### src/wdt_rst_pkg.sv
// Contract
// - Watchdog runs after every reset; disable only works before end-of-init.
// - Watchdog overflow raises internal reset and pulls reset output low.
// - 16-bit counter clocked by clock/2 or clock/128 per prescale select.
// - Each service reloads counter high byte from the reload value.
// - At 50 MHz, FF with /2 gives 10.24 us; 00 with /128 gives 168 ms.
// - Reset input entry and release both pass a two-flop synchroniser; only power-up reset is asynchronous.
// - Warm reset: input low with programming pin high tristates I/O, output low.
// - After input negation, short transition cancels holds and aborts bus cycles.
// - Internal reset sequence lasts 1024 half periods, 512 CPU clocks.
// - With bidir enable set, drive reset input pin low during a software or watchdog sequence.
// - Every reset sequence ends by clearing the bidir enable bit.
// - At sequence end, sample reset input; hold reset while still active.
// - Software reset instruction starts sequence any time; bidir drives pin low.
// - Watchdog reset completes or aborts a running bus cycle, then sequences.
// - No watchdog reset while in bootstrap loader mode.
// - Bidir makes watchdog/software reset visible on pin for the whole sequence.
package wdt_rst_pkg;
  localparam int          CLK_MHZ         = 100;
  localparam int          SEQ_HALF_CLKS   = 1024;              // Sequence length in half periods
  localparam int          SEQ_CYCLES      = SEQ_HALF_CLKS / 2;
  localparam logic [9:0]  SEQ_LAST        = 10'(SEQ_CYCLES - 1);
  localparam int          TRANS_CYCLES    = 4;                 // Transition period length
  localparam logic [2:0]  TRANS_LAST      = 3'(TRANS_CYCLES - 1);
  localparam int          CHECK_CYCLES    = 3;                 // Settle time before input sample
  localparam logic [1:0]  CHECK_LAST      = 2'(CHECK_CYCLES - 1);
  localparam logic [6:0]  PRESC_MASK_FAST = 7'h01;             // Divide by 2
  localparam logic [6:0]  PRESC_MASK_SLOW = 7'h7f;             // Divide by 128
  localparam logic [15:0] WDT_RESET_VAL   = 16'h0000;
  localparam int          BIDIR_BIT       = 3;                 // Position in system config
  typedef enum logic [2:0] {
    ST_RUN, ST_BUS_WAIT, ST_HOLD_IN, ST_TRANS, ST_SEQ, ST_CHECK
  } rst_state_t;
endpackage

### src/wdt_evt_if.sv
`timescale 1ns/1ps
// Links watchdog counter to the reset sequencer
interface wdt_evt_if;
  logic overflow;
  logic wdt_reset;
  modport timer (output overflow, input wdt_reset);
  modport seq   (input overflow, output wdt_reset);
endinterface

### src/wdt_counter.sv
`timescale 1ns/1ps
module wdt_counter (
  input  wire logic       i_clk,             // System clock
  input  wire logic       i_rst_b,           // Async reset
  input  wire logic       i_ce,              // Clock enable
  input  wire logic       i_enable,          // Watchdog running
  input  wire logic       i_service,         // Service pulse
  input  wire logic       i_presc_sel,       // Prescale select
  input  wire logic [7:0] i_reload,          // Reload value
  output logic      [15:0] o_count,          // Counter value
  wdt_evt_if.timer        evt                // Overflow to sequencer
);
  logic [6:0] presc_reg;
  logic [6:0] mask;
  logic       tick;
  assign mask = i_presc_sel ? wdt_rst_pkg::PRESC_MASK_SLOW
                            : wdt_rst_pkg::PRESC_MASK_FAST;
  assign tick = i_enable && ((presc_reg & mask) == mask);
  assign evt.overflow = tick && (o_count == 16'hffff) && !i_service;

  // Prescaler and counter; cleared by any internal reset
  always_ff @(posedge i_clk or negedge i_rst_b) begin
    if (!i_rst_b) begin
      presc_reg <= 7'h00;
      o_count   <= wdt_rst_pkg::WDT_RESET_VAL;
    end else if (i_ce) begin
      if (evt.wdt_reset) begin
        presc_reg <= 7'h00;
        o_count   <= wdt_rst_pkg::WDT_RESET_VAL;
      end else begin
        presc_reg <= presc_reg + 7'h01;
        if (i_service) begin
          o_count <= {i_reload, 8'h00};
        end else if (tick) begin
          o_count <= o_count + 16'h0001;
        end
      end
    end
  end
endmodule

### src/watchdog_reset_sequencer.sv
`timescale 1ns/1ps
module watchdog_reset_sequencer (
  input  wire logic       i_clk,             // CPU clock
  input  wire logic       i_rst_b,           // Power-up async reset
  input  wire logic       i_ce,              // Clock enable
  input  wire logic       i_reset_input_pin, // Reset input pin level
  input  wire logic       i_vpp_pin,         // Programming voltage pin
  input  wire logic       i_wdt_disable,     // Software disable pulse
  input  wire logic       i_service,         // Watchdog service pulse
  input  wire logic       i_end_of_init,     // End-of-init instruction pulse
  input  wire logic       i_sw_reset,        // Software reset instruction pulse
  input  wire logic [7:0] i_reload_value,    // Watchdog reload value
  input  wire logic       i_prescale_select, // Watchdog prescale select
  input  wire logic       i_bidir_set,       // Write of bidir enable
  input  wire logic       i_bidir_wdata,     // Value for bidir enable
  input  wire logic       i_bootstrap_mode,  // Bootstrap loader mode
  input  wire logic       i_bus_active,      // External bus cycle running
  input  wire logic       i_bus_uses_ready,  // Cycle uses ready input
  input  wire logic       i_bus_ws_done,     // Programmed wait states done
  input  wire logic       i_ready_b,         // Ready input, active low
  output logic            o_internal_reset,  // Internal reset, active high
  output logic            o_reset_output_pin,// Reset output pin level
  output logic            o_reset_in_out,    // Value driven on reset input pin
  output logic            o_reset_in_oe,     // Drive enable of reset input pin
  output logic            o_io_tristate,     // I/O pins to high impedance
  output logic            o_bus_abort,       // Abort external bus cycle
  output logic            o_hold_cancel,     // Cancel pending hold states
  output logic            o_bidir_enable,    // Bidir enable bit state
  output logic            o_wdt_running,     // Watchdog running
  output logic [15:0]     o_wdt_count        // Watchdog counter value
);
  wdt_rst_pkg::rst_state_t state_reg, state_next;
  logic [9:0]  cnt_reg;
  logic [1:0]  rin_sync_reg;
  logic [1:0]  vpp_sync_reg;
  logic [1:0]  rdy_sync_reg;
  logic [1:0]  ws_dly_reg;
  logic        init_done_reg;
  logic        wdt_en_reg;
  logic        bidir_reg;
  logic        seq_bidir_reg;
  logic        wdt_rst_pulse;
  logic [15:0] count_w;
  logic        rin_low;
  logic        warm_start;
  logic        wdt_start;
  logic        bus_done;
  logic        bus_abort_w;
  logic        seq_end;
  logic        trans_end;
  logic        check_end;
  logic        in_reset;

  wdt_evt_if evt ();

  wdt_counter u_counter (
    .i_clk       (i_clk),
    .i_rst_b     (i_rst_b),
    .i_ce        (i_ce),
    .i_enable    (wdt_en_reg && state_reg == wdt_rst_pkg::ST_RUN),
    .i_service   (i_service),
    .i_presc_sel (i_prescale_select),
    .i_reload    (i_reload_value),
    .o_count     (count_w),
    .evt         (evt)
  );

  // Decode of sequence triggers
  assign rin_low    = !rin_sync_reg[1];
  assign warm_start = rin_low && vpp_sync_reg[1];
  assign wdt_start  = evt.overflow && !i_bootstrap_mode;
  // Ready is judged only once its synchroniser has caught up with the wait states
  assign bus_done   = !i_bus_active || !i_bus_uses_ready
                      || (i_bus_ws_done && ws_dly_reg[1]
                          && !rdy_sync_reg[1]);
  assign bus_abort_w = i_bus_active && i_bus_uses_ready
                      && i_bus_ws_done && ws_dly_reg[1]
                      && rdy_sync_reg[1];
  assign seq_end    = (cnt_reg == wdt_rst_pkg::SEQ_LAST);
  assign trans_end  = (cnt_reg[2:0] == wdt_rst_pkg::TRANS_LAST);
  assign check_end  = (cnt_reg[1:0] == wdt_rst_pkg::CHECK_LAST);
  assign in_reset   = (state_next != wdt_rst_pkg::ST_RUN);
  assign wdt_rst_pulse = (state_reg == wdt_rst_pkg::ST_SEQ);
  assign evt.wdt_reset = wdt_rst_pulse;

  // Next-state logic for the reset sequencer
  always_comb begin
    state_next = state_reg;
    case (state_reg)
      wdt_rst_pkg::ST_RUN: begin
        if (warm_start) begin
          state_next = wdt_rst_pkg::ST_HOLD_IN;
        end else if (i_sw_reset) begin
          state_next = wdt_rst_pkg::ST_TRANS;
        end else if (wdt_start) begin
          state_next = wdt_rst_pkg::ST_BUS_WAIT;
        end
      end
      wdt_rst_pkg::ST_BUS_WAIT: begin
        if (bus_done || bus_abort_w) begin
          state_next = wdt_rst_pkg::ST_SEQ;
        end
      end
      wdt_rst_pkg::ST_HOLD_IN: begin
        if (!rin_low) begin
          state_next = wdt_rst_pkg::ST_TRANS;
        end
      end
      wdt_rst_pkg::ST_TRANS: begin
        if (trans_end) begin
          state_next = wdt_rst_pkg::ST_SEQ;
        end
      end
      wdt_rst_pkg::ST_SEQ: begin
        if (seq_end) begin
          state_next = wdt_rst_pkg::ST_CHECK;
        end
      end
      // Wait until our own pin drive has left the synchroniser, else it loops
      wdt_rst_pkg::ST_CHECK: begin
        if (check_end) begin
          state_next = rin_low ? wdt_rst_pkg::ST_HOLD_IN
                               : wdt_rst_pkg::ST_RUN;
        end
      end
      default: begin
        state_next = wdt_rst_pkg::ST_RUN;
      end
    endcase
  end

  // Two-flop synchronisers for pins; release of reset input resynchronized
  always_ff @(posedge i_clk or negedge i_rst_b) begin
    if (!i_rst_b) begin
      rin_sync_reg <= 2'b00;
      vpp_sync_reg <= 2'b00;
      rdy_sync_reg <= 2'b11;
      ws_dly_reg   <= 2'b00;
    end else if (i_ce) begin
      ws_dly_reg   <= {ws_dly_reg[0], i_bus_ws_done};                    // Aligns with ready sync
      rin_sync_reg <= {rin_sync_reg[0], i_reset_input_pin};
      vpp_sync_reg <= {vpp_sync_reg[0], i_vpp_pin};
      rdy_sync_reg <= {rdy_sync_reg[0], i_ready_b};
    end
  end

  // State and sequence counter; power-up enters reset at once
  always_ff @(posedge i_clk or negedge i_rst_b) begin
    if (!i_rst_b) begin
      state_reg <= wdt_rst_pkg::ST_HOLD_IN;
      cnt_reg   <= 10'h000;
    end else if (i_ce) begin
      state_reg <= state_next;
      if (state_next != state_reg) begin
        cnt_reg <= 10'h000;
      end else begin
        cnt_reg <= cnt_reg + 10'h001;
      end
    end
  end

  // Bidir enable: software sets, end of any sequence clears
  always_ff @(posedge i_clk or negedge i_rst_b) begin
    if (!i_rst_b) begin
      bidir_reg     <= 1'b0;
      seq_bidir_reg <= 1'b0;
    end else if (i_ce) begin
      if (state_reg == wdt_rst_pkg::ST_SEQ && seq_end) begin
        bidir_reg <= 1'b0;
      end else if (i_bidir_set && state_reg == wdt_rst_pkg::ST_RUN) begin
        bidir_reg <= i_bidir_wdata;
      end
      if (state_reg == wdt_rst_pkg::ST_RUN) begin
        seq_bidir_reg <= bidir_reg && (i_sw_reset || wdt_start)
                         && !warm_start;
      end else if (state_next == wdt_rst_pkg::ST_RUN
                   || state_reg == wdt_rst_pkg::ST_CHECK) begin
        seq_bidir_reg <= 1'b0;
      end
    end
  end

  // Watchdog enable and end-of-init tracking
  always_ff @(posedge i_clk or negedge i_rst_b) begin
    if (!i_rst_b) begin
      wdt_en_reg    <= 1'b1;
      init_done_reg <= 1'b0;
    end else if (i_ce) begin
      if (in_reset) begin
        wdt_en_reg    <= 1'b1;
        init_done_reg <= 1'b0;
      end else begin
        if (i_wdt_disable && !init_done_reg) begin
          wdt_en_reg <= 1'b0;
        end
        if (i_end_of_init) begin
          init_done_reg <= 1'b1;
        end
      end
    end
  end

  // Registered outputs
  always_ff @(posedge i_clk or negedge i_rst_b) begin
    if (!i_rst_b) begin
      o_internal_reset   <= 1'b1;
      o_reset_output_pin <= 1'b0;
      o_reset_in_out     <= 1'b0;
      o_reset_in_oe      <= 1'b0;
      o_io_tristate      <= 1'b1;
      o_bus_abort        <= 1'b0;
      o_hold_cancel      <= 1'b0;
      o_bidir_enable     <= 1'b0;
      o_wdt_running      <= 1'b1;
      o_wdt_count        <= wdt_rst_pkg::WDT_RESET_VAL;
    end else if (i_ce) begin
      o_internal_reset   <= in_reset;
      o_reset_output_pin <= !in_reset && (init_done_reg || i_end_of_init);
      o_reset_in_out     <= 1'b0;
      o_reset_in_oe      <= seq_bidir_reg
                            && state_next == wdt_rst_pkg::ST_SEQ;
      o_io_tristate      <= in_reset;
      o_bus_abort        <= (state_next == wdt_rst_pkg::ST_TRANS)
                            || (state_reg == wdt_rst_pkg::ST_BUS_WAIT
                                && bus_abort_w);
      o_hold_cancel      <= (state_next == wdt_rst_pkg::ST_TRANS);
      o_bidir_enable     <= bidir_reg;
      o_wdt_running      <= wdt_en_reg;
      o_wdt_count        <= count_w;
    end
  end
endmodule

### config.mk
export PLATFORM = sky130hd
export DESIGN_NAME = watchdog_reset_sequencer
export DESIGN_NICKNAME = d
export VERILOG_FILES = /design/src/wdt_rst_pkg.sv /design/src/wdt_evt_if.sv /design/src/wdt_counter.sv /design/src/watchdog_reset_sequencer.sv
export SDC_FILE = /design/constraint.sdc
export NUM_CORES = 1
export LEC_CHECK = 0
export CORE_MARGIN = 2
export CORE_UTILIZATION = 44
export DETAILED_ROUTE_END_ITERATION = 8
export DONT_BUFFER_PORTS = 1
export MAX_ROUTING_LAYER = met4
export SLEW_MARGIN = 20
export SYNTH_ARGS = -nofsm -noshare
export SYNTH_HDL_FRONTEND = slang
export SYNTH_SLANG_ARGS = --single-unit
### constraint.sdc
create_clock -name i_clk -period 2.9 [get_ports i_clk]
set_clock_uncertainty 0.15 [all_clocks]
set_input_delay 0.29 -clock i_clk [delete_from_list [all_inputs] [get_ports i_clk]]
set_output_delay 0.29 -clock i_clk [all_outputs]
set_load 0.02 [all_outputs]
After elaboration in Yosys (flattened, before gate mapping)

Cells that the tools add are included.

Input bits: 25
Output and inout bits: 25
Word-level logic and storage cells: 110
Bits in registers: 71

Bitwise gates (word level): 1
$add $sub $neg: 3
Multiplexer cells: 24
Equality and inequality tests: 13
Reductions and logical operators: 49

Operators with widths:

| kind                                                 | number |
|---|---|
| 2-to-1 mux 16 bit                                    | 3 |
| 2-to-1 mux 3 bit                                     | 8 |
| logical AND 1 bit                                    | 20 |
| one-hot mux 3 bit (6 select lines)                   | 1 |
| adder 16 x 1 -> 16 bit, second input constant        | 1 |
| equality test 16 bit, second input constant          | 1 |
| 2-to-1 mux 7 bit                                     | 2 |
| equality test 3 x 2 -> 1 bit, second input constant  | 4 |
| adder 10 x 1 -> 10 bit, second input constant        | 1 |
| equality test 10 x 9 -> 1 bit, second input constant | 1 |
| 2-to-1 mux 10 bit                                    | 1 |
| AND reduction 2 bit                                  | 5 |
| equality test 3 bit, second input constant           | 3 |
| logical NOT 1 bit                                    | 9 |
| 2-to-1 mux 1 bit                                     | 8 |
| nonzero test 2 bit                                   | 4 |
| adder 7 x 1 -> 7 bit, second input constant          | 1 |
| AND 7 bit                                            | 1 |
| equality test 7 bit                                  | 1 |
| logical OR 1 bit                                     | 7 |
| logical NOT 3 bit                                    | 2 |
| nonzero test 3 bit                                   | 2 |
| equality test 3 x 1 -> 1 bit, second input constant  | 1 |
| != test 3 bit                                        | 1 |
| other kinds (2)                                      | 2 |

Logic depth before layout (Yosys ltp)

Word-level depth: 15
Gate-level depth with buffers: 7
Depth with buffers taken out: 7

Cells and area by module

Synthesis repeated with hierarchy kept, for this count alone.

Cell total of the unflattened synthesis: 349
Area total of the unflattened synthesis: 3723.6 µm²

By module, submodules not included:

| module                   | instances | area each (µm²) | cells an instance | sequential area each (µm²) |
|---|---|---|---|---|
| watchdog_reset_sequencer | 1         | 2307.2          | 200               | 1208.7 |
| wdt_counter              | 1         | 1416.4          | 149               | 575.6 |

Worst setup path before layout

OpenSTA, ideal clock, no wires.

Path kind: register to register
Start point: reg state_reg[1]
End point: reg seq_bidir_reg
Data required time: 2.624 ns
Path buffers: 0
Setup time: 0.126 ns
Slack: 0.805 ns
Arrival time: 1.818 ns
Stages on the path, launching flop included: 6
Path through: dfstp_2 > and3b_4 > a31o_4 > nor4bb_4 > nand4_2 > a311o_1

Longest elaborated chain between the ends: 14

Ends and longest elaborated chain:

| item                                 | line                                                                                            | source |
|---|---|---|
| from (decl)                          | watchdog_reset_sequencer.sv:32                                                                  | `wdt_rst_pkg::rst_state_t state_reg, state_next;` |
| from (signal assigned)               | watchdog_reset_sequencer.sv:150                                                                 | `state_reg <= wdt_rst_pkg::ST_HOLD_IN;` |
| from (signal assigned)               | watchdog_reset_sequencer.sv:153                                                                 | `state_reg <= state_next;` |
| logical NOT 3 bit                    | watchdog_reset_sequencer.sv:60, watchdog_reset_sequencer.sv:89, watchdog_reset_sequencer.sv:173 |  |
| logical AND 1 bit                    | watchdog_reset_sequencer.sv:60                                                                  | `.i_enable (wdt_en_reg && state_reg == wdt_rst_pkg::ST_RUN),` |
| logical AND 1 bit                    | wdt_counter.sv:18                                                                               | `assign tick = i_enable && ((presc_reg & mask) == mask);` |
| logical AND 1 bit (2 in series)      | wdt_counter.sv:19                                                                               | `assign evt.overflow = tick && (o_count == 16'hffff) && !i_service;` |
| logical AND 1 bit                    | watchdog_reset_sequencer.sv:71                                                                  | `assign wdt_start = evt.overflow && !i_bootstrap_mode;` |
| 2-to-1 mux 3 bit                     | watchdog_reset_sequencer.sv:95                                                                  | `end else if (wdt_start) begin` |
| 2-to-1 mux 3 bit                     | watchdog_reset_sequencer.sv:93                                                                  | `end else if (i_sw_reset) begin` |
| 2-to-1 mux 3 bit                     | watchdog_reset_sequencer.sv:91                                                                  | `if (warm_start) begin` |
| one-hot mux 3 bit (6 select lines)   | watchdog_reset_sequencer.sv:89                                                                  | `case (state_reg)` |
| logical NOT 3 bit                    | watchdog_reset_sequencer.sv:176                                                                 | `end else if (state_next == wdt_rst_pkg::ST_RUN` |
| logical OR 1 bit                     | watchdog_reset_sequencer.sv:177                                                                 | `\|\| state_reg == wdt_rst_pkg::ST_CHECK) begin` |
| nonzero test 2 bit (no source line)  | --                                                                                              |  |
| AND reduction 2 bit (no source line) | --                                                                                              |  |
| to (signal assigned)                 | watchdog_reset_sequencer.sv:174                                                                 | `seq_bidir_reg <= bidir_reg && (i_sw_reset \|\| wdt_start)` |
| to (decl)                            | watchdog_reset_sequencer.sv:41                                                                  | `logic seq_bidir_reg;` |

Several ways; a longest one is shown, not always the timed one.
A chain may end at the register's enable or synchronous reset.

Worst setup path in the final report

Same ends and word-level chain as after synthesis.

==> results_dict.tcl <==
set metrics [dict create \
    min-delay-start "i_service" \
    synth_most_common_cell "dfrtp_1" \
    slew_headroom_pct 55.12 \
    nets 390 \
    die_y_um 94.72 \
    clk_latency_ps 340 \
    place_area_um2 3697 \
    grt_pass1_vias 2604 \
    crit_path_max_incr_delay_ps 690 \
    reg2regPathDepth 5 \
    p_leak_nw 1.702 \
    synth_cell_type_count 57 \
    internal-power_w 0.002130 \
    fp.dieW_um 94.72 \
    p_seq_share_pct 50.8 \
    grt.overflow.total 0 \
    critPathBufInv 0 \
    status "finished, final reports clean" \
    syn_to_final_growth_pct 11.64 \
    track_usage_pct 18.75 \
    setup_viol 0 \
    end_kind "flop" \
    critical-path-top-delay-family "simple AND/OR/NAND/NOR gates" \
    switching_share_pct 35.87 \
    crit_start "state_reg[1]" \
    ys_warn_count 0 \
    dp_hpwl_mm 4.991 \
    power_density_nw_per_um2 821.5 \
    rows 33 \
    power.total_w 0.003321 \
    crit_slowest_cell "dfstp_2" \
    ys_seq_area_share_pct 49.27 \
    clockPowerShare_pct 24.9 \
    drc 0 \
    maxSlewViolCount 0 \
    synth-seq-cells 71 \
    htreeDepth 3 \
    min_period_over_period_pct 81.74 \
    cts_buffers 9 \
    rsz0062_at_grt "no" \
    synth.avg_cell_area_um2 10.29 \
    arrival_ps 2440 \
    pwr-share-comb_pct 24.3 \
    clock_tree.root_cell "clkbuf_8" \
    syn-instance-count 352 \
    drive_gt1_share_pct 17.26 \
    grt_max_degree 72 \
    cts_tree "yes" \
    worstHoldPathCells 2 \
    layout_min_cycle_time_ps 2370 \
    via_count 2670 \
    final_cell_count_no_fill 470 \
    antenna_left 0 \
    power.switching_w 0.001191 \
    synth_top_area_share_pct 44.92 \
    crit_path_max_fanout 16 \
    routed_wl_mm 7.682 \
    ys.flop_type "dfrtp_1" \
    critPathRequiredTime_ps 2970 \
    grt_pass1_wl_mm 12.72 \
    wl_per_cell_um 16.34 \
    fin_area_um2 4043 \
    synth_top_area_cell "dfrtp_1" \
    dieArea_um2 8971 \
    cts_num_sinks 71 \
    synth_compound_area_share_pct 12.79 \
    vdd_drop_max_mv 0.4199 \
    synth-edff-count 0 \
    worstPathCellList "and3b_4 -> a31o_4 -> nor4bb_4 -> nand4_2 -> a311o_1" \
    worst-path-stages 5 \
    muxShareOfSynthArea_pct 8.639 \
    criticalPathCategory "flop to flop" \
    avgViaCountPerCell 5.681 \
    synth_area_um2 3621 \
    finalHoldViolCount 0 \
    grt_antenna_before_repair 0 \
    core_area_um2 8093 \
    rr_startpoint "state_reg[1]" \
    critPathLaunchType "flop" \
    final_core_util_pct 49.95 \
    synth_top_family_by_area "simple AND/OR/NAND/NOR gates" \
    cts_resized 0 \
    max_freq_ghz 0.4219 \
    synth-simple-area-share_pct 20.84 \
    ios 50 \
    portBuffers 0 \
    synthAdderAreaFrac_pct 1.728 \
    min_path_type "input port to flop" \
    fin_setup_tns_ps 0 \
    tightest_slew_ps 667.1 \
    synthTopCellsByArea "dfrtp_1 45%, mux2_2 8.1%, nor2_1 4.5%" \
    diodes 0 \
    synthTopCellsByCount "65 x dfrtp_1, 43 x nor2_1, 26 x mux2_2, 26 x nand2_1, 19 x o21ai_0" \
    initial_core_util_pct 44.74 \
    yosys.area_share.xor_xnor_pct 3.870 \
    drv_cap 0 \
    clock_path_buffers 2 \
    drt_iter0_drc 142 \
    synth-async-reset-ratio_pct 100.0 \
    drt-pass1-iter-count 4 \
    gp_congestion 0.8416 \
    placed_cells 444 \
    synth_nets 382 \
    path_clk_slew_ps 80 \
]
[cell families after synthesis]
group                      after synthesis
DFF                                     71
xor gates and xnor gates                16
AOI/OAI and AO/OA                       70
and+or+nand+nor                        138
adders and majority gates                5
other                                    1
muxes                                   28
buffers and inverters                   23
[metrics by stage]
step                      hold WS [ps]  setup slack [ps]
after global placement          -153.3             572.0
after detailed placement        -154.0             515.9
after CTS                       0.9527             508.7
after global routing             5.425             335.8
after floorplan                 -155.6             805.3
final                            12.28             529.7
[power by group through the flow]
stage	clock network, W	logic [W]	registers, W
after global placement	0	0.000743	0.00169
after detailed placement	0	0.000757	0.00171
after global routing	0.000904	0.000917	0.00173
after floorplan	0	0.000718	0.00157
after CTS	0.000849	0.000813	0.00169
final	0.000826	0.000807	0.00169
[placed cells by master, fill, tap and decap left out, types with 3 or more instances in the layout]
cell / count
a211oi_1: 4
nand4_1: 12
o21ai_0: 19
clkbuf_8: 12
a22o_1: 3
nand2b_1: 4
xnor2_1: 5
nand2_1: 26
ha_1: 5
a21oi_1: 14
nor3_1: 6
o2bb2ai_1: 3
nand3b_1: 3
inv_1: 8
a31oi_1: 4
and2_1: 4
and3_1: 4
nand3_1: 12
xor2_1: 11
nor3b_1: 3
dfrtp_1: 65
mux2_2: 26
nor2_1: 43
dfstp_2: 6
a22oi_1: 6
o21ai_1: 4
dlygate4sd3_1: 8
nor4_1: 4
[final cells by class]
| class | count | area [um2] |
|---|---|---|
| multi-input cells | 258 | 1737 |
| clock inverters | 2 | 37.54 |
| repair buffers | 12 | 150.1 |
| clock buffers | 14 | 172.7 |
| flip-flops and latches | 71 | 1784 |
| inverters | 8 | 30.03 |
| well taps | 105 | 131.4 |
| fillers | 752 | 4050 |
[routing by layer]
layer	routed length (um)	track usage, %
met1	3718	25.54
met2	3528	27.07
met3	373	5.587
met5	0	-
met4	61	5.676
[final timing paths]
kind	slack, ps	to
worst max-delay path	530	seq_bidir_reg
worst min-delay path	10	u_counter.o_count[14]
worst max register to register	530	seq_bidir_reg
worst min register to register	360	bidir_reg
max in group asynchronous	1930	state_reg[1]
min in group asynchronous	330	o_wdt_count[4]
[timing repair]
| action | in CTS | in global routing |
|---|---|---|
| hold buffers | 10 | 0 |
| endpoints found under the hold margin | 117 | 0 |
| buffers inserted | 0 | 0 |
No activity file was read; power rests on OpenSTA's default activity.
